### config.mk
export PLATFORM = sky130hd
export DESIGN_NAME = can_rx_buffer
export DESIGN_NICKNAME = d
export VERILOG_FILES = /design/src/inc/can_rx_pkg.sv /design/src/logic/rx_filter_match.sv /design/src/logic/rx_error_counter.sv /design/src/logic/can_rx_buffer.sv
export SDC_FILE = /design/constraint.sdc
export NUM_CORES = 1
export LEC_CHECK = 0
export BUFFER_PORTS_ARGS = -buffer_cell sky130_fd_sc_hd__buf_4
export CAP_MARGIN = 40
export CORE_ASPECT_RATIO = 0.75
export CORE_MARGIN = 2
export CORE_UTILIZATION = 60
export CTS_CLUSTER_DIAMETER = 80
export CTS_CLUSTER_SIZE = 16
export DETAILED_ROUTE_END_ITERATION = 8
export PLACE_DENSITY = 0.83
export SLEW_MARGIN = 20
export SYNTH_ARGS = -nofsm -noshare
export SYNTH_HDL_FRONTEND = slang
export SYNTH_SLANG_ARGS = --single-unit
### constraint.sdc
create_clock -name clk_i -period 5.9 [get_ports clk_i]
set_input_delay 1.18 -clock clk_i [delete_from_list [all_inputs] [get_ports clk_i]]
set_output_delay 1.18 -clock clk_i [all_outputs]
set_load 0.05 [all_outputs]
### src/inc/can_rx_pkg.sv
// Purpose: Shared constants for the CAN receive buffer and filter block.
// Assumes: Byte-wide registers, each on its own aligned APB word.
// Notes: Identifiers are held as 29 bits, standard part in bits 28..18.
package can_rx_pkg;
  localparam int ADDR_W = 8;
  localparam int DATA_W = 32;
  localparam int ID_W = 29;
  localparam int N_FILT = 2;
  localparam int N_DATA = 8;
  localparam int IRQ_W = 3;
  localparam int SID_LSB = 18;
  localparam int IDH_LSB = 21;
  localparam int EIDH_LSB = 8;
  localparam int EXTU_LSB = 16;

  localparam logic [ADDR_W-1:0] OFF_CTRL = 8'h00;
  localparam logic [ADDR_W-1:0] OFF_IDH = 8'h04;
  localparam logic [ADDR_W-1:0] OFF_IDL = 8'h08;
  localparam logic [ADDR_W-1:0] OFF_EIDH = 8'h0C;
  localparam logic [ADDR_W-1:0] OFF_EIDL = 8'h10;
  localparam logic [ADDR_W-1:0] OFF_DLC = 8'h14;
  localparam logic [ADDR_W-1:0] OFF_DATA = 8'h18;
  localparam logic [ADDR_W-1:0] OFF_REC = 8'h38;
  localparam logic [ADDR_W-1:0] OFF_FILT = 8'h40;
  localparam logic [ADDR_W-1:0] FILT_STRIDE = 8'h10;
  localparam logic [ADDR_W-1:0] OFF_MASK = 8'h60;
  localparam logic [ADDR_W-1:0] OFF_IRQ_ST = 8'h70;
  localparam logic [ADDR_W-1:0] OFF_IRQ_MSK = 8'h74;
  localparam logic [ADDR_W-1:0] WORD_STRIDE = 8'h04;
  localparam int SUB_IDH = 0;
  localparam int SUB_IDL = 1;
  localparam int SUB_EIDH = 2;
  localparam int SUB_EIDL = 3;

  localparam int CTRL_FULL_BIT = 7;
  localparam int CTRL_MODE_LSB = 5;
  localparam int CTRL_RTR_BIT = 3;
  localparam int CTRL_HIT_BIT = 0;
  localparam int IDL_SRR_BIT = 4;
  localparam int IDL_EXT_BIT = 3;
  localparam int DLC_RTR_BIT = 6;

  localparam int IRQ_STORED = 0;
  localparam int IRQ_OVERRUN = 1;
  localparam int IRQ_PASSIVE = 2;

  localparam logic [3:0] DLC_MAX = 4'h8;
  localparam logic [7:0] REC_PASSIVE_LIMIT = 8'h7F;
  localparam logic [7:0] REC_RESTART = 8'h77;
  localparam logic [7:0] REC_STEP_SMALL = 8'h01;
  localparam logic [7:0] REC_STEP_LARGE = 8'h08;
  localparam logic [7:0] REC_TOP = 8'hFF;

  typedef enum logic [1:0] {
    MODE_ALL_VALID = 2'h0,
    MODE_STD_ONLY = 2'h1,
    MODE_EXT_ONLY = 2'h2,
    MODE_ANY = 2'h3
  } rx_mode_t;
endpackage

### src/logic/rx_filter_match.sv
// Purpose: Compares one frame identifier with one filter under the mask.
// Assumes: Identifiers aligned with standard bits in 28..18.
// Notes: Purely combinational.
`timescale 1ns/100ps
module rx_filter_match (
  // Filter and mask setup
  input wire logic [can_rx_pkg::ID_W-1:0] filt_id_i,
  input wire logic filt_ext_i,
  input wire logic [can_rx_pkg::ID_W-1:0] mask_i,
  // Frame under test
  input wire logic [can_rx_pkg::ID_W-1:0] frame_id_i,
  input wire logic frame_ext_i,
  // Result
  output logic hit_o
);
  import can_rx_pkg::*;
  logic [ID_W-1:0] eff_mask;
  logic [ID_W-1:0] diff;

  // Standard frames use only the eleven upper mask bits.
  assign eff_mask = frame_ext_i ? mask_i :
    {mask_i[ID_W-1:SID_LSB], {SID_LSB{1'b0}}};
  assign diff = (filt_id_i ^ frame_id_i) & eff_mask;
  assign hit_o = (filt_ext_i == frame_ext_i) && (diff == '0);
endmodule

### src/logic/rx_error_counter.sv
// Purpose: Receive error counter and its error-passive indication.
// Assumes: Error and success events are one-cycle pulses.
// Notes: Counter saturates at its top value.
`timescale 1ns/100ps
module rx_error_counter (
  // Clock and reset
  input wire logic clk_i,
  input wire logic rst_i,
  // Events from the protocol engine
  input wire logic err_small_i,
  input wire logic err_large_i,
  input wire logic rx_ok_i,
  // State
  output logic [7:0] count_o,
  output logic passive_o
);
  import can_rx_pkg::*;
  logic [7:0] count_ff;
  logic [7:0] nxt_count;
  logic [8:0] sum;
  logic [7:0] step;

  always_comb begin
    step = err_large_i ? REC_STEP_LARGE : REC_STEP_SMALL;
    sum = {1'b0, count_ff} + {1'b0, step};
    nxt_count = count_ff;
    if (err_small_i || err_large_i) begin
      nxt_count = sum[8] ? REC_TOP : sum[7:0];
    end else if (rx_ok_i) begin
      if (count_ff > REC_PASSIVE_LIMIT) begin
        nxt_count = REC_RESTART;
      end else if (count_ff != '0) begin
        nxt_count = count_ff - REC_STEP_SMALL;
      end
    end
  end

  always_ff @(posedge clk_i) begin
    if (rst_i) begin
      count_ff <= '0;
    end else begin
      count_ff <= nxt_count;
    end
  end

  // No bus-off output exists here; only passive is derived.
  always_ff @(posedge clk_i) begin
    if (rst_i) begin
      passive_o <= 1'b0;
    end else begin
      passive_o <= nxt_count > REC_PASSIVE_LIMIT;
    end
  end

  assign count_o = count_ff;
endmodule

### src/logic/can_rx_buffer.sv
// Purpose: CAN receive buffer with acceptance filters and error counter.
// Assumes: Protocol engine delivers one decoded frame per rx_valid_i.
// Notes: Registers are byte wide on APB words; one wait-free access.
// What this block does
// - Low byte bits 7-5 hold identifier 20..18.
// - Bit 4 zero if extended, else remote copy.
// - Bit 3 shows extended frame.
// - Extended identifier split over four bytes.
// - Length bit 6 remote request, bit 7 zero.
// - Length bits 5 and 4 read zero.
// - Length code counts bytes; above eight means eight.
// - Eight data byte registers, byte 0 first.
// - Eight-bit read-only receive error counter.
// - Counter above 127 gives error-passive.
// - Counter never causes bus-off.
// - Filter high byte is identifier 28..21.
// - Filter low byte and two bytes hold rest.
// - Filter extended enable picks frame type.
// - Mask covers eleven or twenty-nine bits.
// - Mask low byte bits 4-2 read zero.
// - Full flag set on store, software clears.
// - Mode selects which frames are stored.
`timescale 1ns/100ps
module can_rx_buffer (
  // Clock and reset
  input wire logic clk_i,
  input wire logic rst_i,
  // APB slave
  input wire logic psel_i,
  input wire logic penable_i,
  input wire logic pwrite_i,
  input wire logic [can_rx_pkg::ADDR_W-1:0] paddr_i,
  input wire logic [can_rx_pkg::DATA_W-1:0] pwdata_i,
  output logic [can_rx_pkg::DATA_W-1:0] prdata_o,
  output logic pready_o,
  output logic pslverr_o,
  // Decoded frame from the protocol engine
  input wire logic rx_valid_i,
  input wire logic [can_rx_pkg::ID_W-1:0] rx_id_i,
  input wire logic rx_ext_i,
  input wire logic rx_rtr_i,
  input wire logic [3:0] rx_dlc_i,
  input wire logic [63:0] rx_data_i,
  input wire logic rx_bad_i,
  // Receive error events
  input wire logic rx_err_small_i,
  input wire logic rx_err_large_i,
  input wire logic rx_ok_i,
  // Status
  output logic err_passive_o,
  output logic irq_o
);
  import can_rx_pkg::*;

  function automatic logic [ADDR_W-1:0] slot_addr(
    input logic [ADDR_W-1:0] base,
    input int idx,
    input logic [ADDR_W-1:0] stride
  );
    slot_addr = base + ADDR_W'(idx) * stride;
  endfunction

  logic [ID_W-1:0] buf_id_ff;
  logic buf_ext_ff;
  logic buf_rtr_ff;
  logic [3:0] buf_dlc_ff;
  logic [7:0] buf_data_ff [N_DATA];
  logic buf_full_ff;
  logic buf_hit_ff;
  rx_mode_t mode_ff;
  logic [ID_W-1:0] filt_id_ff [N_FILT];
  logic filt_ext_ff [N_FILT];
  logic [ID_W-1:0] mask_ff;
  logic [IRQ_W-1:0] irq_st_ff;
  logic [IRQ_W-1:0] irq_msk_ff;
  logic passive_prev_ff;
  logic pready_ff;
  logic pslverr_ff;
  logic [DATA_W-1:0] prdata_ff;
  logic [7:0] nxt_rdata;
  logic nxt_err;
  logic [N_FILT-1:0] hits;
  logic [7:0] rec_count;
  logic passive;
  logic type_ok;
  logic accept;
  logic store;
  logic wr_en;
  logic [3:0] nbytes;
  logic [7:0] wbyte;

  assign wr_en = psel_i && penable_i && pready_ff && pwrite_i;
  assign wbyte = pwdata_i[7:0];

  genvar g;
  generate
    for (g = 0; g < N_FILT; g++) begin : g_filt
      rx_filter_match u_match (
        .filt_id_i(filt_id_ff[g]),
        .filt_ext_i(filt_ext_ff[g]),
        .mask_i(mask_ff),
        .frame_id_i(rx_id_i),
        .frame_ext_i(rx_ext_i),
        .hit_o(hits[g])
      );
    end
  endgenerate

  rx_error_counter u_rec (
    .clk_i(clk_i),
    .rst_i(rst_i),
    .err_small_i(rx_err_small_i),
    .err_large_i(rx_err_large_i),
    .rx_ok_i(rx_ok_i),
    .count_o(rec_count),
    .passive_o(passive)
  );

  // Frame type must suit the mode; mode any also takes erroneous frames.
  always_comb begin
    unique case (mode_ff)
      MODE_STD_ONLY: type_ok = !rx_ext_i;
      MODE_EXT_ONLY: type_ok = rx_ext_i;
      default: type_ok = 1'b1;
    endcase
  end

  assign accept = (mode_ff == MODE_ANY) ||
    (!rx_bad_i && type_ok && (hits != '0));
  assign store = rx_valid_i && accept && !buf_full_ff;
  assign nbytes = (rx_dlc_i > DLC_MAX) ? DLC_MAX : rx_dlc_i;

  // Captured frame; software may also overwrite the buffer bytes.
  always_ff @(posedge clk_i) begin
    if (rst_i) begin
      buf_id_ff <= '0;
      buf_ext_ff <= 1'b0;
      buf_rtr_ff <= 1'b0;
      buf_dlc_ff <= '0;
      buf_hit_ff <= 1'b0;
    end else if (store) begin
      buf_id_ff <= rx_id_i;
      buf_ext_ff <= rx_ext_i;
      buf_rtr_ff <= rx_rtr_i;
      buf_dlc_ff <= rx_dlc_i;
      buf_hit_ff <= !hits[0] && hits[1];
    end else if (wr_en) begin
      unique case (paddr_i)
        OFF_IDH: buf_id_ff[ID_W-1:IDH_LSB] <= wbyte;
        OFF_IDL: begin
          buf_id_ff[IDH_LSB-1:SID_LSB] <= wbyte[7:5];
          buf_ext_ff <= wbyte[IDL_EXT_BIT];
          buf_id_ff[SID_LSB-1:EXTU_LSB] <= wbyte[1:0];
        end
        OFF_EIDH: buf_id_ff[EXTU_LSB-1:EIDH_LSB] <= wbyte;
        OFF_EIDL: buf_id_ff[EIDH_LSB-1:0] <= wbyte;
        OFF_DLC: begin
          buf_rtr_ff <= wbyte[DLC_RTR_BIT];
          buf_dlc_ff <= wbyte[3:0];
        end
        default: buf_hit_ff <= buf_hit_ff;
      endcase
    end
  end

  // Data bytes beyond the length code are cleared on capture.
  always_ff @(posedge clk_i) begin
    for (int m = 0; m < N_DATA; m++) begin
      if (rst_i) begin
        buf_data_ff[m] <= '0;
      end else if (store) begin
        buf_data_ff[m] <= (m < int'(nbytes)) ? rx_data_i[8*m +: 8]
          : 8'h00;
      end else if (wr_en && paddr_i == slot_addr(OFF_DATA, m, WORD_STRIDE)) begin
        buf_data_ff[m] <= wbyte;
      end
    end
  end

  // A new frame wins over a clear in the same cycle.
  always_ff @(posedge clk_i) begin
    if (rst_i) begin
      buf_full_ff <= 1'b0;
    end else if (store) begin
      buf_full_ff <= 1'b1;
    end else if (wr_en && paddr_i == OFF_CTRL && wbyte[CTRL_FULL_BIT]) begin
      buf_full_ff <= 1'b0;
    end
  end

  always_ff @(posedge clk_i) begin
    if (rst_i) begin
      mode_ff <= MODE_ALL_VALID;
    end else if (wr_en && paddr_i == OFF_CTRL) begin
      mode_ff <= rx_mode_t'(wbyte[CTRL_MODE_LSB +: 2]);
    end
  end

  // Filter registers.
  always_ff @(posedge clk_i) begin
    for (int f = 0; f < N_FILT; f++) begin
      if (rst_i) begin
        filt_id_ff[f] <= '0;
        filt_ext_ff[f] <= 1'b0;
      end else if (wr_en) begin
        if (paddr_i == slot_addr(OFF_FILT, f, FILT_STRIDE) + WORD_STRIDE *
            ADDR_W'(SUB_IDH)) begin
          filt_id_ff[f][ID_W-1:IDH_LSB] <= wbyte;
        end
        if (paddr_i == slot_addr(OFF_FILT, f, FILT_STRIDE) + WORD_STRIDE *
            ADDR_W'(SUB_IDL)) begin
          filt_id_ff[f][IDH_LSB-1:SID_LSB] <= wbyte[7:5];
          filt_ext_ff[f] <= wbyte[IDL_EXT_BIT];
          filt_id_ff[f][SID_LSB-1:EXTU_LSB] <= wbyte[1:0];
        end
        if (paddr_i == slot_addr(OFF_FILT, f, FILT_STRIDE) + WORD_STRIDE *
            ADDR_W'(SUB_EIDH)) begin
          filt_id_ff[f][EXTU_LSB-1:EIDH_LSB] <= wbyte;
        end
        if (paddr_i == slot_addr(OFF_FILT, f, FILT_STRIDE) + WORD_STRIDE *
            ADDR_W'(SUB_EIDL)) begin
          filt_id_ff[f][EIDH_LSB-1:0] <= wbyte;
        end
      end
    end
  end

  // Mask registers.
  always_ff @(posedge clk_i) begin
    if (rst_i) begin
      mask_ff <= '0;
    end else if (wr_en) begin
      if (paddr_i == slot_addr(OFF_MASK, SUB_IDH, WORD_STRIDE)) begin
        mask_ff[ID_W-1:IDH_LSB] <= wbyte;
      end
      if (paddr_i == slot_addr(OFF_MASK, SUB_IDL, WORD_STRIDE)) begin
        mask_ff[IDH_LSB-1:SID_LSB] <= wbyte[7:5];
        mask_ff[SID_LSB-1:EXTU_LSB] <= wbyte[1:0];
      end
      if (paddr_i == slot_addr(OFF_MASK, SUB_EIDH, WORD_STRIDE)) begin
        mask_ff[EXTU_LSB-1:EIDH_LSB] <= wbyte;
      end
      if (paddr_i == slot_addr(OFF_MASK, SUB_EIDL, WORD_STRIDE)) begin
        mask_ff[EIDH_LSB-1:0] <= wbyte;
      end
    end
  end

  // Sticky interrupt status; a new event wins over the write-one clear.
  always_ff @(posedge clk_i) begin
    if (rst_i) begin
      irq_st_ff <= '0;
      passive_prev_ff <= 1'b0;
    end else begin
      passive_prev_ff <= passive;
      irq_st_ff <= (irq_st_ff & ~((wr_en && paddr_i == OFF_IRQ_ST) ?
        wbyte[IRQ_W-1:0] : {IRQ_W{1'b0}})) |
        {passive && !passive_prev_ff,
         rx_valid_i && accept && buf_full_ff,
         store};
    end
  end

  always_ff @(posedge clk_i) begin
    if (rst_i) begin
      irq_msk_ff <= '0;
    end else if (wr_en && paddr_i == OFF_IRQ_MSK) begin
      irq_msk_ff <= wbyte[IRQ_W-1:0];
    end
  end

  always_ff @(posedge clk_i) begin
    if (rst_i) begin
      irq_o <= 1'b0;
      err_passive_o <= 1'b0;
    end else begin
      irq_o <= (irq_st_ff & irq_msk_ff) != '0;
      err_passive_o <= passive;
    end
  end

  // Read decode; unmapped addresses answer with an error.
  always_comb begin
    nxt_rdata = '0;
    nxt_err = 1'b0;
    unique case (paddr_i)
      OFF_CTRL: nxt_rdata = {buf_full_ff, mode_ff, 1'b0, buf_rtr_ff, 2'b00,
        buf_hit_ff};
      OFF_IDH: nxt_rdata = buf_id_ff[ID_W-1:IDH_LSB];
      OFF_IDL: nxt_rdata = {buf_id_ff[IDH_LSB-1:SID_LSB],
        buf_ext_ff ? 1'b0 : buf_rtr_ff, buf_ext_ff, 1'b0,
        buf_id_ff[SID_LSB-1:EXTU_LSB]};
      OFF_EIDH: nxt_rdata = buf_id_ff[EXTU_LSB-1:EIDH_LSB];
      OFF_EIDL: nxt_rdata = buf_id_ff[EIDH_LSB-1:0];
      OFF_DLC: nxt_rdata = {1'b0, buf_rtr_ff, 2'b00, buf_dlc_ff};
      OFF_REC: nxt_rdata = rec_count;
      OFF_IRQ_ST: nxt_rdata = {{(8-IRQ_W){1'b0}}, irq_st_ff};
      OFF_IRQ_MSK: nxt_rdata = {{(8-IRQ_W){1'b0}}, irq_msk_ff};
      default: nxt_err = 1'b1;
    endcase
    for (int m = 0; m < N_DATA; m++) begin
      if (paddr_i == slot_addr(OFF_DATA, m, WORD_STRIDE)) begin
        nxt_rdata = buf_data_ff[m];
        nxt_err = 1'b0;
      end
    end
    for (int s = 0; s < 4; s++) begin
      if (paddr_i == slot_addr(OFF_MASK, s, WORD_STRIDE)) begin
        nxt_err = 1'b0;
        unique case (s)
          SUB_IDH: nxt_rdata = mask_ff[ID_W-1:IDH_LSB];
          SUB_IDL: nxt_rdata = {mask_ff[IDH_LSB-1:SID_LSB], 3'b000,
            mask_ff[SID_LSB-1:EXTU_LSB]};
          SUB_EIDH: nxt_rdata = mask_ff[EXTU_LSB-1:EIDH_LSB];
          default: nxt_rdata = mask_ff[EIDH_LSB-1:0];
        endcase
      end
      for (int f = 0; f < N_FILT; f++) begin
        if (paddr_i == slot_addr(OFF_FILT, f, FILT_STRIDE) + WORD_STRIDE *
            ADDR_W'(s)) begin
          nxt_err = 1'b0;
          unique case (s)
            SUB_IDH: nxt_rdata = filt_id_ff[f][ID_W-1:IDH_LSB];
            SUB_IDL: nxt_rdata = {filt_id_ff[f][IDH_LSB-1:SID_LSB], 1'b0,
              filt_ext_ff[f], 1'b0, filt_id_ff[f][SID_LSB-1:EXTU_LSB]};
            SUB_EIDH: nxt_rdata = filt_id_ff[f][EXTU_LSB-1:EIDH_LSB];
            default: nxt_rdata = filt_id_ff[f][EIDH_LSB-1:0];
          endcase
        end
      end
    end
  end

  // Answer in the first access cycle; data captured in the setup cycle.
  always_ff @(posedge clk_i) begin
    if (rst_i) begin
      pready_ff <= 1'b0;
      pslverr_ff <= 1'b0;
      prdata_ff <= '0;
    end else begin
      pready_ff <= psel_i && !penable_i;
      pslverr_ff <= psel_i && !penable_i && nxt_err;
      if (psel_i && !penable_i && !pwrite_i) begin
        prdata_ff <= {{(DATA_W-8){1'b0}}, nxt_rdata};
      end
    end
  end

  assign pready_o = pready_ff;
  assign pslverr_o = pslverr_ff;
  assign prdata_o = prdata_ff;
endmodule

==> results.txt <==
status -> finished, final reports clean
CP Launch Type -> input pin
FFs w/ async S/R, synth -> 0%
First-pass DRT Iterations -> 9
cell area power density -> 231 nW/µm²
Iteration-0 DRC Markers -> 2,286
top post-synthesis cells by count -> 188 x nand2_1, 136 x nor2_1, 124 x edfxtp_1
DP Wirelength -> 32,300 µm
Die Area -> 22,600 µm²
Req. time, crit path -> 6.06 ns
Final Cycle Share -> 69.3%
Area Overhead vs Synth -> 12.1%
# hold bufs at CTS -> 0
Max Root-Sink Buffers -> 3
Seq/Total Area, Yosys -> 43.8%
YS warnings -> 0
most numerous cell in the Yosys netlist -> nand2_1
max-cap violation count -> 0
H-Tree Depth -> 1
area leader, netlist -> edfxtp_1
maximum VDD drop -> 0.173 mV
TritonCTS clock tree -> done
WS Path Type -> in2reg
worst relative slew slack -> 40.6%
latest clock arrival within the worst-skew pair -> 0.51 ns
gr usage total -> 39.4%
WL final -> 45,600 µm
initial antenna violation count -> 1
number of global-route vias before repair -> 11,100
port bufs -> 136
Remaining Overflow, GRT -> 0
RSZ-0062 raised after global routing -> false
core footprint -> 21,100 µm²
num rows -> 46
fin. max-slew vios -> 0
worst min-delay path category -> reg2reg
top post-synthesis cells by area -> edfxtp_1 29%, dfxtp_1 15%, nand2_1 5.5%, o21ai_0 4.1%, xor2_1 4.0%
final-report setup violation count -> 0
Worst Path Max Fanout -> 51
fin crit period -> 4.09 ns
Post-route DRC -> 0
crit path DAT -> 4.25 ns
Layout Nets -> 1,670
global-route wire length before repair -> 67,200 µm
P_leak -> 5.53 nW
GP Congestion -> 1.02
post-CTS setup buffer count -> 0
synthesized flop and latch total -> 219
cts bufs inserted -> 17
Post-Route Setup TNS -> 0 ns
Mapped Avg Cell Area -> 8.94 µm²
Main synth FF type -> edfxtp_1
Clk pin slew, worst setup/hold paths -> 0.08 ns
fraction of layout cells with a size suffix above 1 -> 16.0%
Synth Instances -> 1,438
Die Y -> 131 µm
routed vias/inst -> 6.83
clock skew -> 0.0330 ns
Initial Util -> 61.0%
DRT antenna net count -> 0
Post-Route Utilization -> 68.4%
post-synth top area share -> 29.0%
Synth cell types -> 80
Final Hold Vio Count -> 0
per-cell routed wire length -> 25.2 µm
maximum clock frequency -> 244 MHz
Gates resized, CTS repair -> 0
Top Ports -> 185
EDFF count, synth -> 124
clock tree sinks -> 219
Clock Root Buffer -> clkbuf_16
Die Width -> 173 µm
CP endpoint kind -> flop
pin count of the biggest net entering global routing -> 102
area of the mapped netlist -> 12,900 µm²
via count -> 12,400
worst-margin pin slew -> 0.884 ns
[per-stage QoR]
| step | worst slack [ns] | std cells | area (µm²) | power, mW | hold WS, ns |
|---|---|---|---|---|---|
| after detailed placement | 1.54 | 1778 | 13900 | 2.22 | 0.451 |
| after floorplan | 2.63 | 1461 | 12900 | 2.04 | 0.430 |
| after CTS | 2.05 | 1808 | 14400 | 3.29 | 0.464 |
| final | 1.81 | 1813 | 14400 | 3.32 | 0.462 |
| after global placement | 1.59 | 1771 | 13900 | 2.21 | 0.439 |
| after global routing | 1.88 | 1812 | 14400 | 3.40 | 0.479 |
[report_power, final]
group	total (mW)	switching (mW)	internal, mW
logic	0.485	0.318	0.167
clock network	1.11	0.552	0.557
registers	1.73	0.0516	1.68
total	3.32	0.921	2.40
[final cells by class]
type	instances	area, µm²
fill	1714	6650
antenna	1	2.50
clock inverter	2	13.8
inverter	10	37.5
clock buffer	28	477
multi-input combinational	1101	6670
sequential	219	5630
timing repair buffer	164	1220
tap	288	360
[layer usage]
layer / vias up / GRT usage (%) / share of wire, %
li1: 5395 / - / -
met1: 5756 / 56.3 / 38
met2: 1080 / 56.1 / 41
met3: 146 / 14.0 / 18
met4: 0 / 12.0 / 3.4
met5: - / 0 / 0
[worst max-delay path, stage by stage]
cell	delay, ns
buf_4	0.15
xor2_1	0.16
a32oi_1	0.35
nand4_1	0.31
a211oi_1	0.75
nand3_1	0.24
o211ai_4	0.24
buf_4	0.46
or3_1	0.39
[path summary, 6_finish.rpt]
| path | from | endpoint | slack [ns] | depth (start not counted) |
|---|---|---|---|---|
| max | rx_id_i[1] | buf_data_ff[0][4] | 1.81 | 9 |
| min | u_rec.passive_o | err_passive_o | 0.46 | 1 |
| max reg2reg | filt_id_ff[0][1] | buf_data_ff[0][4] | 2.18 | 8 |
| min reg2reg | u_rec.passive_o | err_passive_o | 0.46 | 1 |
[flip-flops by register name (all words and copies together), names as in the netlist]
name             cells
buf_data_ff         64
buf_dlc_ff           4
buf_ext_ff           1
buf_full_ff          1
buf_hit_ff           1
buf_id_ff           29
buf_rtr_ff           1
err_passive_o        1
filt_ext_ff          2
filt_id_ff          58
irq_msk_ff           3
irq_o                1
irq_st_ff            3
mask_ff             29
mode_ff              2
prdata_o             8
pready_o             1
pslverr_o            1
u_rec.count_o        8
u_rec.passive_o      1
[logic make-up after synthesis]
kind of cell | share of synthesized area [%]
fa+ha+maj | 0.779
flops | 43.8
buf+inv | 5.09
mux | 7.46
compound gates | 17.7
other cells | 0.0292
xor+xnor | 4.16
simple gates | 21.1
[cell usage in the layout (no fill, tap or decap), types with 12 or more instances in the layout]
master,instances
conb_1,24
nor3_1,18
nor2_1,135
edfxtp_1,124
and3_1,64
dfxtp_1,95
o22ai_1,23
nand3_1,87
buf_4,155
nand2_1,188
clkbuf_16,17
a221oi_1,16
a21oi_1,76
a22oi_1,33
o221ai_1,12
xor2_1,59
mux2_2,44
mux2i_1,44
o21ai_0,105
(Power assumes the default switching activity.)
